<file path="src/rtl/lrsc_consts.svh">
// constants for the ldo rail state control register bank
`ifndef LRSC_CONSTS_SVH
`define LRSC_CONSTS_SVH

// ==================================================================
// register addresses (7-bit spi register address)
`define LRSC_CORE_ADDR      7'h44
`define LRSC_AON_ADDR       7'h45
`define LRSC_LOWI_ADDR      7'h47

// ==================================================================
// reset values of the stored bits 5:0 (bits 7:6 are always zero)
`define LRSC_CORE_RST       6'h3c
`define LRSC_AON_RST        6'h07
`define LRSC_LOWI_RST       6'h24

// ==================================================================
// field layout of a rail control register
`define LRSC_STATE_MSB      2
`define LRSC_STATE_LSB      0
`define LRSC_EXIT_MSB       5
`define LRSC_EXIT_LSB       3
`define LRSC_RSVD_BITS      2'h0

// ==================================================================
// state codes
`define LRSC_CODE_OFF       3'h4
`define LRSC_CODE_LP        3'h5
`define LRSC_CODE_ACT0      3'h6
`define LRSC_CODE_ACT1      3'h7

// ==================================================================
// spi frame: bit 15 write flag, 14:8 address, 7:0 data, msb first
`define LRSC_FRAME_BITS     5'd16
`define LRSC_CMD_BITS       5'd8
`define LRSC_CNT_CMD_LAST   5'd7
`define LRSC_CNT_LAST       5'd15
`define LRSC_NO_RAIL        2'h3

`endif

</file>
<file path="src/rtl/lrsc_pkg.sv">
// types shared by the ldo rail state control block
`default_nettype none
package lrsc_pkg;
   // regulator operating mode after decoding a state code
   typedef enum logic [1:0] {
      lrsc_mode_off = 2'b00,
      lrsc_mode_lp  = 2'b01,
      lrsc_mode_act = 2'b10
   } lrsc_mode_t;
endpackage : lrsc_pkg
`default_nettype wire

</file>
<file path="src/rtl/lrsc_sync.sv">
// two flip-flop synchroniser for pins from outside the clock domain
`default_nettype none
module lrsc_sync #(
   parameter int          W       = 1,
   parameter logic [W-1:0] RST_VAL = '0
) (
   input  wire logic         clk_i,
   input  wire logic         rst_i,
   input  wire logic [W-1:0] d_i,
   output logic      [W-1:0] q_o
);
   logic [W-1:0] meta_q;

   // first stage feeds only the second stage
   always_ff @(posedge clk_i) begin
      if (rst_i) begin
         meta_q <= RST_VAL;
         q_o    <= RST_VAL;
      end else begin
         meta_q <= d_i;
         q_o    <= meta_q;
      end
   end
endmodule : lrsc_sync
`default_nettype wire

</file>
<file path="src/rtl/lrsc_top.sv">
// spi register bank and state control for three ldo rails
// Function
// - state field 2:0 selects rail: 4 off, 5 low power, 6 and 7 active.
// - standby exit copies exit field 5:3 into state field when it holds 4 to 7.
// - exit field codes 0 to 3 leave the state field unchanged on standby exit.
// - always-on rail register at 0x45, read/write, resets to 0x07.
// - low-current rail register at 0x47, read/write, resets to 0x24.
// - core rail register at 0x44, read/write, resets to 0x3c.
// - each rail is controlled only through its own register.
// - a rail in the off state has its output discharge enabled.
// - each rail reports its own over-current and under-voltage events.
// - bits 7:6 of each rail register carry no control function.
`include "lrsc_consts.svh"
`default_nettype none
module lrsc_top #(
   parameter int RAILS = 3
) (
   input  wire logic             clk_i,
   input  wire logic             rst_i,
   input  wire logic             spi_sclk_i,
   input  wire logic             spi_cs_n_i,
   input  wire logic             spi_mosi_i,
   output logic                  spi_miso_o,
   output logic                  spi_miso_oe_o,
   input  wire logic             standby_exit_pin_i,
   input  wire logic [RAILS-1:0] oc_mon_i,
   input  wire logic [RAILS-1:0] uv_mon_i,
   output logic      [RAILS-1:0] rail_en_o,
   output logic      [RAILS-1:0] rail_lp_o,
   output logic      [RAILS-1:0] discharge_o,
   output logic      [RAILS-1:0] oc_event_o,
   output logic      [RAILS-1:0] uv_event_o
);
   // rail index 0 core_rail, 1 always_on_rail, 2 low_current_rail

   // ===============================================================
   // functions

   // register address to rail index, no-rail code when unmapped
   function automatic logic [1:0] addr_to_rail(input logic [6:0] addr);
      case (addr)
         `LRSC_CORE_ADDR: addr_to_rail = 2'h0;
         `LRSC_AON_ADDR:  addr_to_rail = 2'h1;
         `LRSC_LOWI_ADDR: addr_to_rail = 2'h2;
         default:         addr_to_rail = `LRSC_NO_RAIL;
      endcase
   endfunction : addr_to_rail

   // state code to mode; reserved codes fall back to off for safety
   function automatic lrsc_pkg::lrsc_mode_t decode_mode(input logic [2:0] code);
      case (code)
         `LRSC_CODE_LP:   decode_mode = lrsc_pkg::lrsc_mode_lp;
         `LRSC_CODE_ACT0: decode_mode = lrsc_pkg::lrsc_mode_act;
         `LRSC_CODE_ACT1: decode_mode = lrsc_pkg::lrsc_mode_act;
         default:         decode_mode = lrsc_pkg::lrsc_mode_off;
      endcase
   endfunction : decode_mode

   function automatic logic [5:0] rail_rst(input int r);
      case (r)
         0:       rail_rst = `LRSC_CORE_RST;
         1:       rail_rst = `LRSC_AON_RST;
         default: rail_rst = `LRSC_LOWI_RST;
      endcase
   endfunction : rail_rst

   // ===============================================================
   // pin synchronisers

   localparam int SW = 4 + 2 * RAILS;
   logic [SW-1:0] sync_s;
   logic          sclk_s;
   logic          cs_n_s;
   logic          mosi_s;
   logic          exit_s;
   logic [RAILS-1:0] oc_s;
   logic [RAILS-1:0] uv_s;

   // cs idles high so no frame is seen while the pin settles
   lrsc_sync #(
      .W       (SW),
      .RST_VAL ({{(SW-2){1'b0}}, 2'b10})
   ) u_sync (
      .clk_i (clk_i),
      .rst_i (rst_i),
      .d_i   ({uv_mon_i, oc_mon_i, standby_exit_pin_i, spi_mosi_i, spi_cs_n_i, spi_sclk_i}),
      .q_o   (sync_s)
   );

   assign {uv_s, oc_s, exit_s, mosi_s, cs_n_s, sclk_s} = sync_s;

   // ===============================================================
   // edge detection on synchronised levels

   logic             sclk_d_q;
   logic             exit_d_q;
   logic [RAILS-1:0] oc_d_q;
   logic [RAILS-1:0] uv_d_q;
   logic             sclk_rise;
   logic             sclk_fall;
   logic             exit_edge;

   // previous values of the synchronised levels
   always_ff @(posedge clk_i) begin
      if (rst_i) begin
         sclk_d_q <= 1'b0;
         exit_d_q <= 1'b0;
         oc_d_q   <= '0;
         uv_d_q   <= '0;
      end else begin
         sclk_d_q <= sclk_s;
         exit_d_q <= exit_s;
         oc_d_q   <= oc_s;
         uv_d_q   <= uv_s;
      end
   end

   assign sclk_rise = ~cs_n_s & sclk_s & ~sclk_d_q;
   assign sclk_fall = ~cs_n_s & ~sclk_s & sclk_d_q;
   assign exit_edge = exit_s & ~exit_d_q;

   // ===============================================================
   // spi shift engine (mode 0, 16-bit frame, msb first)

   logic [4:0]  bit_cnt_q;
   logic [14:0] shift_q;
   logic        rd_q;
   logic [7:0]  tx_q;
   logic        cmd_done;
   logic        frame_done;
   logic        wr_en;
   logic [6:0]  wr_addr;
   logic [7:0]  wr_data;
   logic [6:0]  rd_addr;
   logic [1:0]  wr_rail;
   logic [1:0]  rd_rail;

   assign cmd_done   = sclk_rise && (bit_cnt_q == `LRSC_CNT_CMD_LAST);
   assign frame_done = sclk_rise && (bit_cnt_q == `LRSC_CNT_LAST);
   assign wr_en      = frame_done & shift_q[14];
   assign wr_addr    = shift_q[13:7];
   assign wr_data    = {shift_q[6:0], mosi_s};
   assign rd_addr    = {shift_q[5:0], mosi_s};
   assign wr_rail    = addr_to_rail(wr_addr);
   assign rd_rail    = addr_to_rail(rd_addr);

   // bit counter saturates so trailing clocks of a long frame are ignored
   always_ff @(posedge clk_i) begin
      if (rst_i || cs_n_s) begin
         bit_cnt_q <= 5'd0;
         shift_q   <= '0;
      end else if (sclk_rise && bit_cnt_q != `LRSC_FRAME_BITS) begin
         bit_cnt_q <= bit_cnt_q + 5'd1;
         shift_q   <= {shift_q[13:0], mosi_s};
      end
   end

   logic [5:0] ctrl_q [RAILS];

   // read data is captured when the command byte completes
   always_ff @(posedge clk_i) begin
      if (rst_i || cs_n_s) begin
         rd_q <= 1'b0;
         tx_q <= 8'h00;
      end else if (cmd_done) begin
         rd_q <= ~shift_q[6];
         tx_q <= (rd_rail == `LRSC_NO_RAIL) ? 8'h00 : {`LRSC_RSVD_BITS, ctrl_q[rd_rail]};
      end else if (sclk_fall && rd_q && bit_cnt_q >= `LRSC_CMD_BITS
                   && bit_cnt_q <= `LRSC_CNT_LAST) begin
         tx_q <= {tx_q[6:0], 1'b0};
      end
   end

   // miso changes on the falling sclk so the host samples on the rising one
   always_ff @(posedge clk_i) begin
      if (rst_i) begin
         spi_miso_o    <= 1'b0;
         spi_miso_oe_o <= 1'b0;
      end else begin
         spi_miso_oe_o <= ~cs_n_s;
         if (cs_n_s) begin
            spi_miso_o <= 1'b0;
         end else if (sclk_fall && rd_q && bit_cnt_q >= `LRSC_CMD_BITS
                      && bit_cnt_q <= `LRSC_CNT_LAST) begin
            spi_miso_o <= tx_q[7];
         end
      end
   end

   // ===============================================================
   // rail registers and rail outputs

   logic [RAILS-1:0] wr_hit;
   for (genvar r = 0; r < RAILS; r++) begin : g_rail
      logic [5:0] ctrl_d;
      lrsc_pkg::lrsc_mode_t mode;

      assign wr_hit[r] = wr_en && (wr_rail == 2'(r));

      // a write lands first; a coinciding exit edge then copies the new field
      always_comb begin
         ctrl_d = ctrl_q[r];
         if (wr_hit[r]) begin
            ctrl_d = wr_data[5:0];
         end
         if (exit_edge && ctrl_d[`LRSC_EXIT_MSB]) begin
            ctrl_d[`LRSC_STATE_MSB:`LRSC_STATE_LSB] = ctrl_d[`LRSC_EXIT_MSB:`LRSC_EXIT_LSB];
         end
         // codes 0-3 keep state (no branch taken)
      end

      always_ff @(posedge clk_i) begin
         if (rst_i) begin
            ctrl_q[r] <= rail_rst(r);
         end else begin
            ctrl_q[r] <= ctrl_d;
         end
      end

      assign mode = decode_mode(ctrl_q[r][`LRSC_STATE_MSB:`LRSC_STATE_LSB]);

      always_ff @(posedge clk_i) begin
         if (rst_i) begin
            rail_en_o[r]   <= 1'b0;
            rail_lp_o[r]   <= 1'b0;
            discharge_o[r] <= 1'b1;
         end else begin
            rail_en_o[r]   <= (mode != lrsc_pkg::lrsc_mode_off);
            rail_lp_o[r]   <= (mode == lrsc_pkg::lrsc_mode_lp);
            discharge_o[r] <= (mode == lrsc_pkg::lrsc_mode_off);
         end
      end

      always_ff @(posedge clk_i) begin
         if (rst_i) begin
            oc_event_o[r] <= 1'b0;
            uv_event_o[r] <= 1'b0;
         end else begin
            oc_event_o[r] <= oc_s[r] & ~oc_d_q[r];
            uv_event_o[r] <= uv_s[r] & ~uv_d_q[r];
         end
      end

      // ============================================================
      // per-rail assertions

      property p_active_decode;
         @(posedge clk_i) disable iff (rst_i)
         (ctrl_q[r][2:1] == 2'b11) |=> (rail_en_o[r] && !rail_lp_o[r]);
      endproperty
      a_active_decode: assert property (p_active_decode)
         else $error("active code did not enable rail at full power");
      property p_off_discharge;
         @(posedge clk_i) disable iff (rst_i)
         (ctrl_q[r][2:0] == 3'h4) |=> (discharge_o[r] && !rail_en_o[r]);
      endproperty
      a_off_discharge: assert property (p_off_discharge)
         else $error("off rail without discharge");
      property p_exit_copy;
         @(posedge clk_i) disable iff (rst_i)
         (exit_edge && !wr_en && ctrl_q[r][5]) |=> (ctrl_q[r][2:0] == $past(ctrl_q[r][5:3]));
      endproperty
      a_exit_copy: assert property (p_exit_copy)
         else $error("exit field not copied");
      property p_exit_nocopy;
         @(posedge clk_i) disable iff (rst_i)
         (exit_edge && !wr_en && !ctrl_q[r][5]) |=> $stable(ctrl_q[r][2:0]);
      endproperty
      a_exit_nocopy: assert property (p_exit_nocopy)
         else $error("state changed on no-copy exit code");
      property p_independent;
         @(posedge clk_i) disable iff (rst_i)
         (!wr_hit[r] && !exit_edge) |=> $stable(ctrl_q[r]);
      endproperty
      a_independent: assert property (p_independent)
         else $error("rail register changed by another access");
      property p_oc_event;
         @(posedge clk_i) disable iff (rst_i)
         $rose(oc_s[r]) |=> oc_event_o[r] ##1 !oc_event_o[r];
      endproperty
      a_oc_event: assert property (p_oc_event)
         else $error("over-current event not a single pulse");
   end

   // ===============================================================
   // bank-wide assertions and covers

   property p_rst_core;
      @(posedge clk_i) disable iff (rst_i)
      $past(rst_i) |-> (ctrl_q[0] == 6'h3c);
   endproperty
   a_rst_core: assert property (p_rst_core)
      else $error("core rail register reset value wrong");
   property p_rst_aon;
      @(posedge clk_i) disable iff (rst_i)
      $past(rst_i) |-> (ctrl_q[1] == 6'h07 && rail_en_o[1] == 1'b0);
   endproperty
   a_rst_aon: assert property (p_rst_aon)
      else $error("always-on rail register reset value wrong");
   property p_rst_lowi;
      @(posedge clk_i) disable iff (rst_i)
      $past(rst_i) |-> ##1 (ctrl_q[2] == 6'h24 || $past(wr_hit[2]) || $past(exit_edge));
   endproperty
   a_rst_lowi: assert property (p_rst_lowi)
      else $error("low-current rail register reset value wrong");
   property p_rsvd_read;
      @(posedge clk_i) disable iff (rst_i)
      cmd_done |=> (tx_q[7:6] == 2'b00);
   endproperty
   a_rsvd_read: assert property (p_rsvd_read)
      else $error("reserved bits read non-zero");
   property p_one_copy;
      @(posedge clk_i) disable iff (rst_i)
      (exit_s && exit_d_q && !wr_hit[0]) |=> $stable(ctrl_q[0]);
   endproperty
   a_one_copy: assert property (p_one_copy)
      else $error("more than one copy for one exit edge");
   c_write: cover property (@(posedge clk_i) disable iff (rst_i) wr_en && wr_rail != 2'h3);
   c_read: cover property (@(posedge clk_i) disable iff (rst_i) cmd_done && !shift_q[6]);
   c_exit: cover property (@(posedge clk_i) disable iff (rst_i) exit_edge && ctrl_q[0][5]);
   c_event: cover property (@(posedge clk_i) disable iff (rst_i) |uv_event_o);

endmodule : lrsc_top
`default_nettype wire

</file>
<file path="config.mk">
export PLATFORM = sky130hd
export DESIGN_NAME = lrsc_top
export DESIGN_NICKNAME = d
export VERILOG_FILES = /design/src/rtl/lrsc_pkg.sv /design/src/rtl/lrsc_sync.sv /design/src/rtl/lrsc_top.sv
export VERILOG_INCLUDE_DIRS = /design/src /design/src/rtl
export SDC_FILE = /design/constraint.sdc
export NUM_CORES = 1
export LEC_CHECK = 0
export BUFFER_PORTS_ARGS = -buffer_cell sky130_fd_sc_hd__buf_2
export CORE_UTILIZATION = 40
export CTS_BUF_LIST = sky130_fd_sc_hd__clkbuf_4 sky130_fd_sc_hd__clkbuf_8 sky130_fd_sc_hd__clkbuf_16
export CTS_CLUSTER_DIAMETER = 40
export DETAILED_ROUTE_END_ITERATION = 10
export PLACE_DENSITY = 0.55
export SLEW_MARGIN = 0
export SYNTH_ARGS = -nofsm -noshare
export SYNTH_HDL_FRONTEND = slang
export SYNTH_SLANG_ARGS = --single-unit
</file>
<file path="constraint.sdc">
create_clock -name clk_i -period 2.8 [get_ports clk_i]
set_clock_uncertainty 0.1 [all_clocks]
set_input_delay 0 -clock clk_i [delete_from_list [all_inputs] [get_ports clk_i]]
set_output_delay 0 -clock clk_i [all_outputs]
set_load 0.02 [all_outputs]
</file>
Word level (Yosys, flattened, before mapping)
Memories as Yosys holds them, arrays and structs flattened.
Index checks and enable logic that the tools add are counted.
{"block": "word_totals", "reg_bits": 74, "word_cells": 126, "ram_bits": 18, "input_bits": 12, "mem_count": 1, "output_inout_bits": 17}
{"block": "op_classes", "reduce_logical": 25, "bitwise": 26, "mux": 20, "eq_ne": 24, "addsub": 1, "n_lt_le_gt_ge": 2}
{"memory": "ctrl_q", "depth": 3, "word_bits": 6, "rd": 4, "rd_ports_with_merged_regs": 0, "write_ports": 3, "line": "lrsc_top.sv:158", "text": "logic [5:0] ctrl_q [RAILS];"}
{"op": "$eq A7 B7 Y1 const B", "count": 6}
{"op": "$mux W6", "count": 7}
{"op": "$eq A3 B3 Y1 const B", "count": 9}
{"op": "$mux W8", "count": 2}
{"op": "$and A1 B1 Y1", "count": 12}
{"op": "$logic_and A1 B1 Y1", "count": 12}
{"op": "$pmux W2 S2", "count": 3}
{"op": "$pmux W2 S3", "count": 2}
{"op": "$not A1 Y1", "count": 11}
{"op": "$mux W3", "count": 3}
{"op": "$eq A2 B1 Y1 const B", "count": 4}
{"op": "$logic_not A2 Y1", "count": 4}
{"op": "$reduce_bool A2 Y1", "count": 4}
{"op": "$reduce_or A2 Y1", "count": 4}
{"op": "$add A5 B1 Y5 const B", "count": 1}
{"op": "$eq A5 B3 Y1 const B", "count": 1}
{"op": "$eq A5 B4 Y1 const B", "count": 1}
{"op": "$ge A5 B4 Y1 const B", "count": 1}
{"op": "$le A5 B4 Y1 const B", "count": 1}
{"op": "$ne A5 B5 Y1 const B", "count": 1}
{"op": "$eq A2 B2 Y1 const B", "count": 2}
{"op": "$mux W1", "count": 3}
{"op": "$or A1 B1 Y1", "count": 3}
{"op": "$logic_or A1 B1 Y1", "count": 1}

Longest topological paths before layout
{"block": "logic_depth", "word_depth": 10, "mapped_depth": 8, "ltp_nobuf": 7}

By module
From an unflattened synthesis, not the netlist that was laid out.
{"block": "hier_totals", "hier_cells": 346, "hier_area_um2": 3479.6}
{"mod": "lrsc_top", "area_each_um2": 2937.8, "instances": 1, "seq_area_each_um2": 1441.4, "cells_each": 304}
{"mod": "lrsc_sync", "area_each_um2": 541.8, "instances": 1, "seq_area_each_um2": 400.4, "cells_each": 42}

Least setup slack after synthesis
OpenSTA, ideal clock, no wires.
{"block": "synth_path", "kind": "reg2reg", "from": "reg bit_cnt_q[0]", "to": "mem ctrl_q[1][0]", "path_stages_with_launch": 8, "period_less_slack_ns": 2.212, "required_ns": 2.577, "setup_ns": 0.123, "n_path_buf": 0, "t_arrival_ns": 1.989, "path_slack_ns": 0.588, "path_cell_list": "dfxtp_1 -> ha_1 -> and3_1 -> ha_1 -> nor4b_1 -> nand4_1 -> mux2i_1 -> or2_2"}
{"element": "start, declared", "line": "lrsc_top.sv:125", "text": "logic [4:0] bit_cnt_q;"}
{"element": "start signal, assigned", "line": "lrsc_top.sv:153", "text": "bit_cnt_q <= bit_cnt_q + 5'd1;"}
{"element": "end, declared", "line": "lrsc_top.sv:158"}

==> impl_results.md <==
* Portion of synthesized cell area occupied by the leading cell type at 0.5343
* Cell row count at 33
* Number of gates resized after cts at 0
* Setup fix buffers added after clock tree synthesis at 0
* CTS Buf Count at 9
* Top area cells in the synthesized netlist: sky130_fd_sc_hd__dfxtp_1, sky130_fd_sc_hd__nor2b_1, sky130_fd_sc_hd__mux2i_1, sky130_fd_sc_hd__nand2_1, sky130_fd_sc_hd__a21oi_1
* Aggregate negative setup slack at 0 ns
* Aggregate global-route resource usage at 0.1608
* Post-Synthesis Net Count at approximately 360
* Via count of the first global-routing pass at ~2,300
* Crit-path max FO at 12
* Ant diodes at 0
* Leak Pwr at 1.543 nW
* Tightest Hold Check Type: primary input to register
* Sequential fraction of the synthesis area at 0.5343
* Cell type with the highest occurrence count on the critical path: sky130_fd_sc_hd__ha_1
* Vias at 2,403
* Int Pwr at 0.001726 W
* Overall die height at 94.83 um
* Cell area after technology mapping at 3447 sq um
* Asr flop ratio synth at 0
* Switching Fraction at 0.2424
* Post-DRT Antenna Nets at 0
* Maximum level of the CTS H-tree at 3
* Combinational share of power at 0.038
* Mapped Cells at ~340
* Total power divided by cell area at 573.0 nW/um^2
* Endpoint type of the worst setup path: register
* Peak VDD IR at 291.5 uV
* Required time of the critical path at 2.96 ns
* Part of the total power dissipated in the clock network at 0.374
* Area after detailed placement at 3691 sq um
* Main synth FF type: sky130_fd_sc_hd__dfxtp_1
* Total number of clock tree sinks at 92
* Cells along the critical path: ha_1 > and3_1 > ha_1 > nor4b_1 > and4_1 > nor2b_1 > a211o_1
* Fillers at 811
* Outcome: finished clean
* Pin count of the biggest net entering global routing at 50
* Number of buffers inserted by port buffering at 28
* Starting density of the core at 0.4174
* Proportion of layout cells with a drive suffix above 1 at 0.1922
* Final routed wirelength across all metal layers at 6407 um
* Drc violations at 0
* Routability cong. at between 0.7 and 0.8
* Final hold vios at 0
* Part of the cycle the worst path needs at 0.9144
* CTS Root Buffer Type: sky130_fd_sc_hd__clkbuf_8
* Element type at the critical path start: register
* Final design instance area without fill at 3976 sq um
* Number of I/O pins at 29
* Number of failing setup endpoints in the final timing report at 0
* Most used standard cell by instance count after synthesis: sky130_fd_sc_hd__dfxtp_1
* Final Hold Slack at 0.1232 ns
* Max incr delay on CP at 0.54 ns
* Portion of total power attributed to sequential cells at 0.589
* Routed vias/inst at 4.904
* Routed length per placed instance at 13.08 um
* Footprint of the flip-flops and latches at 1842 sq um
* Area used by multi-input combinational logic at around 1500 sq um
* Ranking of synthesized cells by instance count: sky130_fd_sc_hd__dfxtp_1, sky130_fd_sc_hd__nor2b_1, sky130_fd_sc_hd__nand2_1
* Total global routing overflow at 0
* Distinct cells, synth at 46
* Slowest cell on the critical path: sky130_fd_sc_hd__and4_1
* Deepest clock path buffer count at 2
* Die footprint at ~9000 sq um
* Sw power at around 0.00055 W
* Number of synthesized flops with an enable pin at 0
* Core footprint at 8258 sq um
* Worst-Skew Late Latency at 0.36 ns
* Category of the most critical setup path: register to register
* Number of antenna violations at the first check in global routing at 0
* CTS tree: done
* Horizontal die dimension at 94.83 um
* Highest attainable clock frequency at 390.6 MHz
* Number of maximum-capacitance constraint violations at 0
* Slew @ Worst Pin at 0.6353 ns
* Average instance area after synthesis at 10.08 sq um
* Number of detailed-route iterations in the first pass at 4
* Max-Slew Margin vs Limit at 0.5764
* First-pass GRT wire length at 10,810 um
* Flip-flop and latch count after synthesis at 92
* Slack of the worst reg-to-reg path at 0.24 ns
* Final min period at 2.560 ns
* Total number of yosys warnings at 0
* Setup repair after global routing missed its margin: false
* Number of DRC markers after the initial detailed-route iteration at 67
* Max-slew violation count at 0
* Cell type contributing the most total cell area after synthesis: sky130_fd_sc_hd__dfxtp_1
* Overall power at 0.002278 W
* Area Overhead vs Synth at 15.35%
* Signal arrival time at the worst endpoint at 2.72 ns
* DP HPWL at 4145 um
* Final-stage net count at just under 400
* Clock-pin transition on the worst setup and hold timing paths at 0.10 ns
-- metal layers --
layer | wire length (um) | GRT usage | up-vias
met4 | 161 | 0.07576 | 0
met5 | 0 | 0 | -
met1 | 3068 | 0.2094 | 1106
met2 | 2948 | 0.2440 | 31
li1 | - | - | 1254
met3 | 229 | 0.04589 | 12
-- critical path: cells and delay by family, from the launching register on --
kind | cells | cell delay [ns]
simple gates | 4 | 1.29
flops | 1 | 0.43
fa+ha+maj | 2 | 0.37
compound gates | 1 | 0.27
-- stage by stage --
stage | std cells | utilization | setup WS (ns)
final | 490 | 0.4815 | 0.2398
after global routing | 490 | 0.4815 | 0.1084
after CTS | 490 | 0.4815 | 0.2522
after detailed placement | 464 | 0.4470 | 0.2925
after global placement | 464 | 0.4470 | 0.3745
after floorplan | 342 | - | 0.5876
-- cells in the final DEF, fill, tap and decap left out, drive strengths merged, types with 2 or more instances in the layout --
cell         instances
a211o                3
or2                  6
and3b                3
mux2i               22
ha                   3
o21ai                9
a21oi               20
or3b                 3
nand4                2
a211oi               7
nand2               38
and2                 2
nor2b               40
and4                 2
dlygate4sd3         10
nor3                 2
nor2                18
a21o                 2
clkbuf              10
buf                 36
a221oi               6
dfxtp               92
mux2                 2
o2bb2ai              5
inv                 12
nand3b               4
nand3                6
and3                 4
nor4                 2
-- state kept, by name (all words and copies together), names as in the netlist, 3 cells and up --
signal / flops
rail_en_o: 3
ctrl_q: 18
uv_event_o: 3
u_sync.q_o: 10
bit_cnt_q: 5
oc_event_o: 3
discharge_o: 3
shift_q: 15
u_sync.meta_q: 10
uv_d_q: 3
tx_q: 8
rail_lp_o: 3
oc_d_q: 3
-- cell type report --
cell class                 count  share of cell area
sequential                    92              0.4632
multi-input combinational    224              0.3751
timing repair buffer          46             0.07552
clock buffer                  10             0.03304
tap                          105             0.03304
clock inverter                 6             0.01353
inverter                       7            0.006608
-- power by group through the flow --
stage	clock network, W	registers [W]	logic, W
3_3_place_gp	0	0.00137	0.0000752
4_1_cts	0.000886	0.00134	0.0000870
2_1_floorplan	0	0.00138	0.0000458
6_report	0.000851	0.00134	0.0000855
3_5_place_dp	0	0.00137	0.0000762
5_1_grt	0.000949	0.00135	0.0000954
-- timing repair --
item / 4_1_cts / 5_1_grt
hold endpoints to repair: 10 / 0
hold buffers: 10 / 0
setup endpoints to repair: 0 / 0
-- cells by family after synthesis --
| family | share of synthesized area |
|---|---|
| simple gates | 0.2254 |
| flops | 0.5343 |
| compound gates | 0.1209 |
| buf+inv | 0.03303 |
| mux | 0.07042 |
| fa+ha+maj | 0.01089 |
| xor+xnor | 0.005083 |
-- worst paths after layout --
path / depth (start not counted) / from / end
setup / recovery: 7 / bit_cnt_q[0] / ctrl_q[0][3]
hold / removal: 3 / rst_i / ctrl_q[1][4]
setup reg to reg: 7 / bit_cnt_q[0] / ctrl_q[0][3]
hold reg to reg: 1 / oc_d_q[0] / oc_event_o[0]
Note: power is estimated with default switching activity, not from simulation.
